File: src/shared/fpnn_pkg.sv
// fpnn_pkg: constants, types and helpers of the fixed-point negate/nand unit
// assumes a 32-bit instruction word with bit 0 of the printed layout as the msb
package fpnn_pkg;

  // ****************************************************************
  // register offsets, byte addresses on the 12-bit decoded window
  // ****************************************************************
  localparam logic [11:0] FPNN_OFF_CTRL = 12'h000;
  localparam logic [11:0] FPNN_OFF_INSTR = 12'h004;
  localparam logic [11:0] FPNN_OFF_XER = 12'h008;
  localparam logic [11:0] FPNN_OFF_CR = 12'h00c;
  localparam logic [11:0] FPNN_OFF_STAT = 12'h010;
  localparam logic [11:0] FPNN_OFF_IRQ_STAT = 12'h014;
  localparam logic [11:0] FPNN_OFF_IRQ_MASK = 12'h018;
  localparam logic [11:0] FPNN_OFF_OPCNT = 12'h01c;
  localparam logic [11:0] FPNN_OFF_RESULT = 12'h020;
  localparam logic [11:0] FPNN_OFF_GENREG_BASE = 12'h080;
  localparam logic [11:0] FPNN_GENREG_MASK = 12'hf80;

  // ****************************************************************
  // instruction fields, lsb positions in the 32-bit word
  // ****************************************************************
  localparam int FPNN_PRIM_LSB = 26;
  localparam int FPNN_TGT_LSB = 21;
  localparam int FPNN_FIRST_LSB = 16;
  localparam int FPNN_SECOND_LSB = 11;
  localparam int FPNN_OE_BIT = 10;
  localparam int FPNN_XO9_LSB = 1;
  localparam int FPNN_XO10_LSB = 1;
  localparam int FPNN_REC_BIT = 0;
  localparam logic [5:0] FPNN_PRIMARY = 6'h1f;
  localparam logic [8:0] FPNN_XO_NABS = 9'h1e8;
  localparam logic [8:0] FPNN_XO_NEG = 9'h068;
  localparam logic [9:0] FPNN_XO_NAND = 10'h1dc;

  // ****************************************************************
  // flag positions and reset values
  // ****************************************************************
  localparam int FPNN_XER_SO = 31;
  localparam int FPNN_XER_OVF = 30;
  localparam int FPNN_XER_CARRY = 29;
  localparam int FPNN_CR_NEG = 3;
  localparam int FPNN_CR_POS = 2;
  localparam int FPNN_CR_ZERO = 1;
  localparam int FPNN_CR_SO = 0;
  localparam int FPNN_CTRL_LEGACY = 0;
  localparam int FPNN_IRQ_DONE = 0;
  localparam int FPNN_IRQ_OVF = 1;
  localparam int FPNN_IRQ_ILL = 2;
  localparam logic FPNN_CTRL_RST = 1'b1;
  localparam logic [2:0] FPNN_XER_RST = 3'h0;
  localparam logic [3:0] FPNN_CR_RST = 4'h0;
  localparam logic [2:0] FPNN_IRQ_RST = 3'h0;
  localparam logic [31:0] FPNN_MIN_NEG = 32'h8000_0000;

  typedef enum logic [1:0] {FPNN_OP_NONE, FPNN_OP_NABS, FPNN_OP_NAND, FPNN_OP_NEG} fpnn_op_t;

  // operation from primary and extended opcode fields
  function automatic fpnn_op_t fpnn_decode(input logic [31:0] instr);
    fpnn_op_t op;
    op = FPNN_OP_NONE;
    if (instr[FPNN_PRIM_LSB +: 6] == FPNN_PRIMARY)
    begin
      if (instr[FPNN_XO9_LSB +: 9] == FPNN_XO_NABS)
        op = FPNN_OP_NABS;
      else if (instr[FPNN_XO9_LSB +: 9] == FPNN_XO_NEG)
        op = FPNN_OP_NEG;
      else if (instr[FPNN_XO10_LSB +: 10] == FPNN_XO_NAND)
        op = FPNN_OP_NAND;
    end
    return op;
  endfunction

  // condition field zero from a signed compare with zero
  function automatic logic [3:0] fpnn_cr0(input logic [31:0] res, input logic so);
    logic [3:0] cr;
    cr = 4'h0;
    cr[FPNN_CR_NEG] = res[31];
    cr[FPNN_CR_POS] = !res[31] && (res != 32'h0);
    cr[FPNN_CR_ZERO] = (res == 32'h0);
    cr[FPNN_CR_SO] = so;
    return cr;
  endfunction

endpackage

File: src/rtl/fpnn_unit.sv
// fpnn_unit: fixed-point negate/nand slice with a general register file,
// exception and condition flags, reached as an ahb-lite slave
// assumes one 50 MHz clock, hreadyout wired back as the bus hready
//
// Functional notes
// - opcode 31/488 writes negative absolute value
// - nabs with overflow enable clears overflow
// - carry flag never changed by nabs/neg
// - record bit updates condition field zero
// - opcode 476: nand sources into first field
// - nand leaves exception flags untouched
// - opcode 104 writes two's-complement negation
// - most negative negates to itself, overflows
// - neg with overflow enable updates overflow, summary
// - bit 21 enables overflow; else flags kept
// - nabs legal only in legacy variant
//
// Chosen here: the address map and the AHB-Lite interface to the registers.
`timescale 1ns/1ns
module fpnn_unit
  import fpnn_pkg::*;
(
  input wire logic hclk,
  input wire logic hresetn,
  input wire logic clk_en,
  input wire logic hsel,
  input wire logic [31:0] haddr,
  input wire logic [1:0] htrans,
  input wire logic hwrite,
  input wire logic [2:0] hsize,
  input wire logic [31:0] hwdata,
  input wire logic hready,
  output logic [31:0] hrdata,
  output logic hreadyout,
  output logic hresp,
  output logic irq
);

  // ****************************************************************
  // declarations
  // ****************************************************************
  // register file and bus tracking
  logic [31:0] genreg_mem [0:31];
  logic wr_pend_reg;
  logic [11:0] wr_addr_reg;
  logic rd_wait_reg;
  logic [11:0] rd_addr_reg;
  logic [31:0] hrdata_reg;
  logic hreadyout_reg;
  logic irq_reg;
  // architected and status state
  logic legacy_reg;
  logic [31:0] instr_reg;
  logic xer_so_reg;
  logic xer_ovf_reg;
  logic xer_carry_reg;
  logic [3:0] cr0_reg;
  logic last_ill_reg;
  logic [2:0] irq_stat_reg;
  logic [2:0] irq_mask_reg;
  logic [31:0] opcnt_reg;
  logic [31:0] result_reg;
  // strobes, next values and datapath results
  logic addr_ok;
  logic wr_strobe;
  logic issue;
  logic [2:0] irq_event;
  logic [2:0] irq_stat_next;
  logic [2:0] irq_mask_next;
  logic [31:0] rd_mux;
  logic alu_legal;
  logic [4:0] alu_dest;
  logic [31:0] alu_result;
  logic alu_ovf_we;
  logic alu_ovf_val;
  logic alu_so_next;
  logic alu_cr_we;
  logic [3:0] alu_cr0;

  // register window decode shared by reads and writes
  function automatic logic is_genreg(input logic [11:0] a);
    return (a & FPNN_GENREG_MASK) == FPNN_OFF_GENREG_BASE;
  endfunction

  // software write landing on one register this cycle
  function automatic logic wr_hit(input logic stb, input logic [11:0] a,
    input logic [11:0] off);
    return stb && (a == off);
  endfunction

  // ****************************************************************
  // ahb-lite address phase and data phase tracking
  // ****************************************************************
  assign addr_ok = hsel && htrans[1] && hready;
  assign wr_strobe = wr_pend_reg;
  assign issue = wr_hit(wr_strobe, wr_addr_reg, FPNN_OFF_INSTR);

  // capture write address phase, data applied one cycle later
  always_ff @(posedge hclk or negedge hresetn)
  begin
    if (!hresetn)
    begin
      wr_pend_reg <= 1'b0;
      wr_addr_reg <= 12'h000;
    end
    else if (clk_en)
    begin
      wr_pend_reg <= addr_ok && hwrite;
      if (addr_ok && hwrite)
        wr_addr_reg <= haddr[11:0];
    end
  end

  // reads insert one wait state so hrdata comes from a flop
  always_ff @(posedge hclk or negedge hresetn)
  begin
    if (!hresetn)
    begin
      rd_wait_reg <= 1'b0;
      rd_addr_reg <= 12'h000;
      hreadyout_reg <= 1'b1;
      hrdata_reg <= 32'h0;
    end
    else if (clk_en)
    begin
      if (addr_ok && !hwrite)
      begin
        rd_wait_reg <= 1'b1;
        rd_addr_reg <= haddr[11:0];
        hreadyout_reg <= 1'b0;
      end
      else if (rd_wait_reg)
      begin
        rd_wait_reg <= 1'b0;
        hreadyout_reg <= 1'b1;
        hrdata_reg <= rd_mux;
      end
    end
  end

  // ****************************************************************
  // read multiplexer, unmapped offsets read zero
  // ****************************************************************
  always_comb
  begin
    rd_mux = 32'h0;
    if (is_genreg(rd_addr_reg))
      rd_mux = genreg_mem[rd_addr_reg[6:2]];
    else
    begin
      case (rd_addr_reg)
        FPNN_OFF_CTRL: rd_mux[FPNN_CTRL_LEGACY] = legacy_reg;
        FPNN_OFF_INSTR: rd_mux = instr_reg;
        FPNN_OFF_XER:
        begin
          rd_mux[FPNN_XER_SO] = xer_so_reg;
          rd_mux[FPNN_XER_OVF] = xer_ovf_reg;
          rd_mux[FPNN_XER_CARRY] = xer_carry_reg;
        end
        FPNN_OFF_CR: rd_mux[3:0] = cr0_reg;
        FPNN_OFF_STAT: rd_mux[0] = last_ill_reg;
        FPNN_OFF_IRQ_STAT: rd_mux[2:0] = irq_stat_reg;
        FPNN_OFF_IRQ_MASK: rd_mux[2:0] = irq_mask_reg;
        FPNN_OFF_OPCNT: rd_mux = opcnt_reg;
        FPNN_OFF_RESULT: rd_mux = result_reg;
        default: rd_mux = 32'h0;
      endcase
    end
  end

  // ****************************************************************
  // execution datapath, fed straight from the written instruction
  // ****************************************************************
  // operands picked by the fields of the word now on the write data
  fpnn_alu u_alu (
    .instr(hwdata),
    .first_val(genreg_mem[hwdata[FPNN_FIRST_LSB +: 5]]),
    .source_val(genreg_mem[hwdata[FPNN_TGT_LSB +: 5]]),
    .second_val(genreg_mem[hwdata[FPNN_SECOND_LSB +: 5]]),
    .so_in(xer_so_reg),
    .legacy_en(legacy_reg),
    .legal(alu_legal),
    .dest_idx(alu_dest),
    .result(alu_result),
    .ovf_we(alu_ovf_we),
    .ovf_val(alu_ovf_val),
    .so_next(alu_so_next),
    .cr_we(alu_cr_we),
    .cr0_val(alu_cr0)
  );

  // ****************************************************************
  // general register file, software write or result write-back
  // ****************************************************************
  always_ff @(posedge hclk)
  begin
    if (clk_en)
    begin
      // result write-back takes precedence over a software write
      if (issue && alu_legal)
        genreg_mem[alu_dest] <= alu_result;
      else if (wr_strobe && is_genreg(wr_addr_reg))
        genreg_mem[wr_addr_reg[6:2]] <= hwdata;
    end
  end

  // ****************************************************************
  // control and issue registers
  // ****************************************************************
  always_ff @(posedge hclk or negedge hresetn)
  begin
    if (!hresetn)
    begin
      legacy_reg <= FPNN_CTRL_RST;
      instr_reg <= 32'h0;
      last_ill_reg <= 1'b0;
      opcnt_reg <= 32'h0;
      result_reg <= 32'h0;
    end
    else if (clk_en)
    begin
      if (wr_hit(wr_strobe, wr_addr_reg, FPNN_OFF_CTRL))
        legacy_reg <= hwdata[FPNN_CTRL_LEGACY];
      // word kept for read-back; count and result only for legal words
      if (issue)
      begin
        instr_reg <= hwdata;
        last_ill_reg <= !alu_legal;
        if (alu_legal)
        begin
          opcnt_reg <= 32'(opcnt_reg + 32'h1);
          result_reg <= alu_result;
        end
      end
    end
  end

  // ****************************************************************
  // exception register flags
  // ****************************************************************
  always_ff @(posedge hclk or negedge hresetn)
  begin
    if (!hresetn)
    begin
      xer_so_reg <= FPNN_XER_RST[2];
      xer_ovf_reg <= FPNN_XER_RST[1];
      xer_carry_reg <= FPNN_XER_RST[0];
    end
    else if (clk_en)
    begin
      if (wr_hit(wr_strobe, wr_addr_reg, FPNN_OFF_XER))
      begin
        xer_so_reg <= hwdata[FPNN_XER_SO];
        xer_ovf_reg <= hwdata[FPNN_XER_OVF];
        xer_carry_reg <= hwdata[FPNN_XER_CARRY];
      end
      // software write and issue never share a cycle
      else if (issue && alu_legal && alu_ovf_we)
      begin
        xer_ovf_reg <= alu_ovf_val;
        xer_so_reg <= alu_so_next;
      end
      // carry is only ever written by software here
    end
  end

  // ****************************************************************
  // condition field zero
  // ****************************************************************
  always_ff @(posedge hclk or negedge hresetn)
  begin
    if (!hresetn)
      cr0_reg <= FPNN_CR_RST;
    else if (clk_en)
    begin
      if (wr_hit(wr_strobe, wr_addr_reg, FPNN_OFF_CR))
        cr0_reg <= hwdata[3:0];
      else if (issue && alu_cr_we)
        cr0_reg <= alu_cr0;
    end
  end

  // ****************************************************************
  // interrupt status, mask and output
  // ****************************************************************
  always_comb
  begin
    irq_event = 3'h0;
    irq_event[FPNN_IRQ_DONE] = issue && alu_legal;
    irq_event[FPNN_IRQ_OVF] = issue && alu_legal && alu_ovf_we && alu_ovf_val;
    irq_event[FPNN_IRQ_ILL] = issue && !alu_legal;
    irq_stat_next = irq_stat_reg;
    if (wr_hit(wr_strobe, wr_addr_reg, FPNN_OFF_IRQ_STAT))
      irq_stat_next = irq_stat_reg & ~hwdata[2:0];
    // a new event wins over a clear in the same cycle
    irq_stat_next = irq_stat_next | irq_event;
    // mask as it stands after this edge, so irq follows a mask write at once
    irq_mask_next = irq_mask_reg;
    if (wr_hit(wr_strobe, wr_addr_reg, FPNN_OFF_IRQ_MASK))
      irq_mask_next = hwdata[2:0];
  end

  // sticky status and mask registers
  always_ff @(posedge hclk or negedge hresetn)
  begin
    if (!hresetn)
    begin
      irq_stat_reg <= FPNN_IRQ_RST;
      irq_mask_reg <= FPNN_IRQ_RST;
    end
    else if (clk_en)
    begin
      irq_stat_reg <= irq_stat_next;
      irq_mask_reg <= irq_mask_next;
    end
  end

  // registered level interrupt from next status and mask values
  always_ff @(posedge hclk or negedge hresetn)
  begin
    if (!hresetn)
      irq_reg <= 1'b0;
    else if (clk_en)
      irq_reg <= |(irq_stat_next & irq_mask_next);
  end

  // response is always okay
  always_ff @(posedge hclk or negedge hresetn)
  begin
    if (!hresetn)
      hresp <= 1'b0;
    else if (clk_en)
      hresp <= 1'b0;
  end

  // ****************************************************************
  // outputs
  // ****************************************************************
  // every port below comes straight from a flop
  assign hrdata = hrdata_reg;
  assign hreadyout = hreadyout_reg;
  assign irq = irq_reg;

endmodule // fpnn_unit

File: src/rtl/fpnn_alu.sv
// fpnn_alu: combinational datapath for negative absolute, nand and negate
// assumes operands already read from the general registers by the caller
`timescale 1ns/1ns
module fpnn_alu
  import fpnn_pkg::*;
(
  input wire logic [31:0] instr,
  input wire logic [31:0] first_val,
  input wire logic [31:0] source_val,
  input wire logic [31:0] second_val,
  input wire logic so_in,
  input wire logic legacy_en,
  output logic legal,
  output logic [4:0] dest_idx,
  output logic [31:0] result,
  output logic ovf_we,
  output logic ovf_val,
  output logic so_next,
  output logic cr_we,
  output logic [3:0] cr0_val
);

  fpnn_op_t op;
  logic oe;

  // ****************************************************************
  // operation select and flag effects
  // ****************************************************************
  always_comb
  begin
    op = fpnn_decode(instr);
    oe = instr[FPNN_OE_BIT];
    legal = 1'b0;
    dest_idx = instr[FPNN_TGT_LSB +: 5];
    result = 32'h0;
    ovf_we = 1'b0;
    ovf_val = 1'b0;
    case (op)
      FPNN_OP_NABS:
      begin
        legal = legacy_en;
        result = first_val[31] ? first_val : 32'(~first_val + 32'h1);
        ovf_we = oe;
        ovf_val = 1'b0;
      end
      FPNN_OP_NAND:
      begin
        legal = 1'b1;
        dest_idx = instr[FPNN_FIRST_LSB +: 5];
        result = ~(source_val & second_val);
        ovf_we = 1'b0;
      end
      FPNN_OP_NEG:
      begin
        legal = 1'b1;
        result = 32'(~first_val + 32'h1);
        ovf_we = oe;
        ovf_val = (first_val == FPNN_MIN_NEG);
      end
      default:
      begin
        legal = 1'b0;
      end
    endcase
    // summary overflow only ever sets
    so_next = so_in | (legal && ovf_we && ovf_val);
    cr_we = legal && instr[FPNN_REC_BIT];
    cr0_val = fpnn_cr0(result, so_next);
  end

endmodule // fpnn_alu

File: config.mk
export PLATFORM = sky130hd
export DESIGN_NAME = fpnn_unit
export DESIGN_NICKNAME = d
export VERILOG_FILES = /design/src/shared/fpnn_pkg.sv /design/src/rtl/fpnn_unit.sv /design/src/rtl/fpnn_alu.sv
export SDC_FILE = /design/constraint.sdc
export NUM_CORES = 2
export LEC_CHECK = 0
export BUFFER_PORTS_ARGS = -buffer_cell sky130_fd_sc_hd__buf_4
export CORE_MARGIN = 3
export CORE_UTILIZATION = 30
export CTS_CLUSTER_DIAMETER = 40
export DETAILED_ROUTE_END_ITERATION = 6
export GPL_ROUTABILITY_DRIVEN = 0
export HOLD_SLACK_MARGIN = 0.08
export SYNTH_ARGS = -nofsm -noshare
export SYNTH_HDL_FRONTEND = slang
export SYNTH_HIERARCHICAL = 1
export SYNTH_SLANG_ARGS = --single-unit
File: constraint.sdc
create_clock -name hclk -period 7.3 [get_ports hclk]
set_clock_uncertainty 0.05 [all_clocks]
set_input_delay 0.365 -clock hclk [delete_from_list [all_inputs] [get_ports hclk]]
set_output_delay 0.365 -clock hclk [all_outputs]
set_load 0.005 [all_outputs]
==> results.ini <==
[clock_network]
clk_latency_ns = 0.84
clk_path_buf_depth = 3
cts_tree = done
cts_buffers = 175
cts.sinks = 1195
ctsResizeCount = 0
clockRootBuffer = clkbuf_16
clk_pin_slew_ns = 0.06
cts_setup_buffers = 0
htree_num_levels = 4

[yosys]
synthFlopType = edfxtp_1
synthSimpleGateAreaFrac = 0.0403
synth_async_sr_flop_share = 0.143
synth_top_cell_by_area = edfxtp_1
synth-xor-area-share = 0.00394
synthMuxAreaShare = 0.403
synth_top_area_share = 0.419
syn_area_per_cell_sq_um = 17.7
synth_compound_area_frac = 0.0458
ys_ff_latch = 1195
synth_nets = 4231
synthTopCellsByArea = edfxtp_1 (42%), mux4_2 (35%), dfrtp_1 (5.8%)
synth_enable_flop_cells = 1024
yosysSeqAreaShare = 0.478
synthCells = 4153
yosys.area_share.adder = 0.000512
syn-cell-area_sq_um = 73300
yosysWarnings = 6
synth.distinct_cells = 98
synth_top_family_by_area = multiplexers

[finish]
largest_register_ffs = 1024
areaGrowthSynthToFinish_pct = 15.0
seq_area_sq_um = 35000
final_nets = 4309
top_register = genreg_mem
drive_gt1_frac = 0.462
num-fill-cells = 22700
final_cells = 7578
multiInputGateArea_sq_um = 36500

[routing]
first_iter_violations = 7318
avgViaCountPerCell = 6.44
antenna_left = 0
wl_per_cell_um = 36.1
vias = 48800
drc = 0
drt_wl_total_mm = 274
firstDrtPassIters = 6

[sta]
finalCriticalPeriod_ns = 5.53
max_slew_margin = 0.151
fmax_ghz = 0.181
worst_pin_slew_ns = 1.27
hold_viol_final = 0
finalMaxSlewViolations = 0
post-route-period-util = 0.757
fin_ws_ns = 1.77
setup_tns_ns = 0
finalSetupViolations = 0
rsz0062_at_grt = false

[worst_setup_path]
timing.rr.start = genreg_mem[15][18]
ff2ff_path_depth = 16
crit_type = in2reg
r2r-end = cr0_reg[1]
reg2reg_slack_ns = 1.84
arrival_ns = 6.23
path_max_fanout = 38
end_kind = register
crit_path_end = cr0_reg[1]
crit_start = hwdata[16]
start_kind = input port
crit_required_ns = 8.00

[floorplan]
core_area_sq_um = 242000
io_pins = 110
die_h_um = 500
fp-row-count = 180
dieWidth_um = 500
start_util = 0.303
die_area_sq_um = 250000

[global_route]
grt_max_degree = 108
grt_overflow = 0
first_global_vias = 48500
antenna_found_initial = 18
grt_usage = 0.215
grt_first_pass_wirelength_mm = 382

[job]
maxCapViolations = 0

[power_and_ir_drop]
powerDensity_nw_per_um2 = 229
vdd_drop_max_mv = 0.226
leakage_nw = 29.3

[status]
status = finished clean

[place]
place_ws_ns = 1.08
port_buffers = 84
dp_hpwl_mm = 159
dp_cells = 7204

[worst_hold_path]
hp-class = in2async

==> layer usage <==
metal / share of wire / global-route usage / wire (um) / vias up
li1: - / - / - / 18500
met3: 0.13 / 0.0688 / 35900 / 802
met2: 0.45 / 0.326 / 123000 / 3783
met5: 0.00071 / 0.00174 / 195 / -
met1: 0.36 / 0.277 / 98700 / 25700
met4: 0.057 / 0.109 / 15700 / 22
==> per-stage QoR <==
stage,power [mW],hold WS (ns),utilization,cell area [sq um]
finish,19.3,0.0804,0.349,84300
global route,19.8,0.134,0.349,84300
CTS,19.3,0.0897,0.349,84300
detailed placement,10.5,0.401,0.322,77800
global placement,10.5,0.402,0.322,77800
floorplan,9.40,0.0194,-,73300
==> critical path, cell delays in order <==
cell and delay, ns:
buf_8 0.42, buf_12 0.26, buf_4 0.31, mux4_2 0.55
mux4_2 0.50, mux2_2 0.34, nor3_1 0.36, buf_4 0.22
nand4b_4 0.15, or3_4 0.46, nor2_1 0.15, ha_1 0.25
a32o_1 0.22, o21ai_1 0.15, inv_1 0.15, a211oi_1 0.25
nand3_1 0.18, nor4_1 0.58, mux2i_1 0.16, a21oi_1 0.16
==> where the power goes <==
part / internal (mW) / leakage (nW) / switching, mW
combinational: 1.06 / 12.8 / 1.71
clock: 5.38 / 2.94 / 3.46
sequential: 7.45 / 13.6 / 0.225
total: 13.9 / 29.3 / 5.40
==> what timing repair did <==
item	in CTS	in global routing
endpoints found under the setup margin	0	0
endpoints found under the hold margin	134	0
hold buffers	35	0
==> how the worst min path moves through the flow <==
| stage | slack, ns | depth (start not counted) | endpoint | from |
|---|---|---|---|---|
| floorplan | 0.02 | 0 | cr0_reg[0] | hresetn |
| global placement | 0.40 | 1 | hrdata[7] | hresetn |
| detailed placement | 0.40 | 1 | hrdata[7] | hresetn |
| CTS | 0.09 | 2 | hrdata[7] | hresetn |
| global route | 0.13 | 2 | hrdata[8] | hresetn |
| finish | 0.08 | 2 | hrdata[8] | hresetn |
==> area by class of cell <==
cell class	count	area share
flip-flops and latches	1195	0.416
clock inverters	127	0.0182
multi-input cells	2544	0.432
well taps	3185	0.0473
inverters	22	0.000979
diodes	10	0.000297
repair buffers	293	0.0308
clock buffers	202	0.0546
==> cell usage in the layout (no fill, tap or decap), types with 37 or more instances in the layout <==
cell       synthesis  final
nand3_1           38     37
o21ai_0           47     46
buf_4             62    228
nor2_1            82     79
dfrtp_1          169    166
mux2i_1          136    135
a21oi_1           61     61
a211oi_1          72     71
nand2_1          220    219
a22oi_1           45     45
edfxtp_1        1024   1024
mux2_2           203    203
mux4_2          1149   1149
clkbuf_16          0    179
==> cells in the mapped netlist, drive strengths merged, types with 29 or more instances <==
master and number:
mux4 1149, edfxtp 1024, nand2 221, buf 212, mux2 206, clkbuf 180
dfrtp 169, mux2i 136, nor2 83, a211oi 72, nor3 67, a21oi 61
o21ai 52, a22oi 45, nand3 38, o22ai 35, nor4 29
==> logic make-up after synthesis <==
group / after synthesis
buf+inv: 414
other cells: 1
compound gates: 450
flops: 1195
mux: 1491
xor+xnor: 33
fa+ha+maj: 3
simple gates: 566
Note: power is estimated with default switching activity, not from simulation.
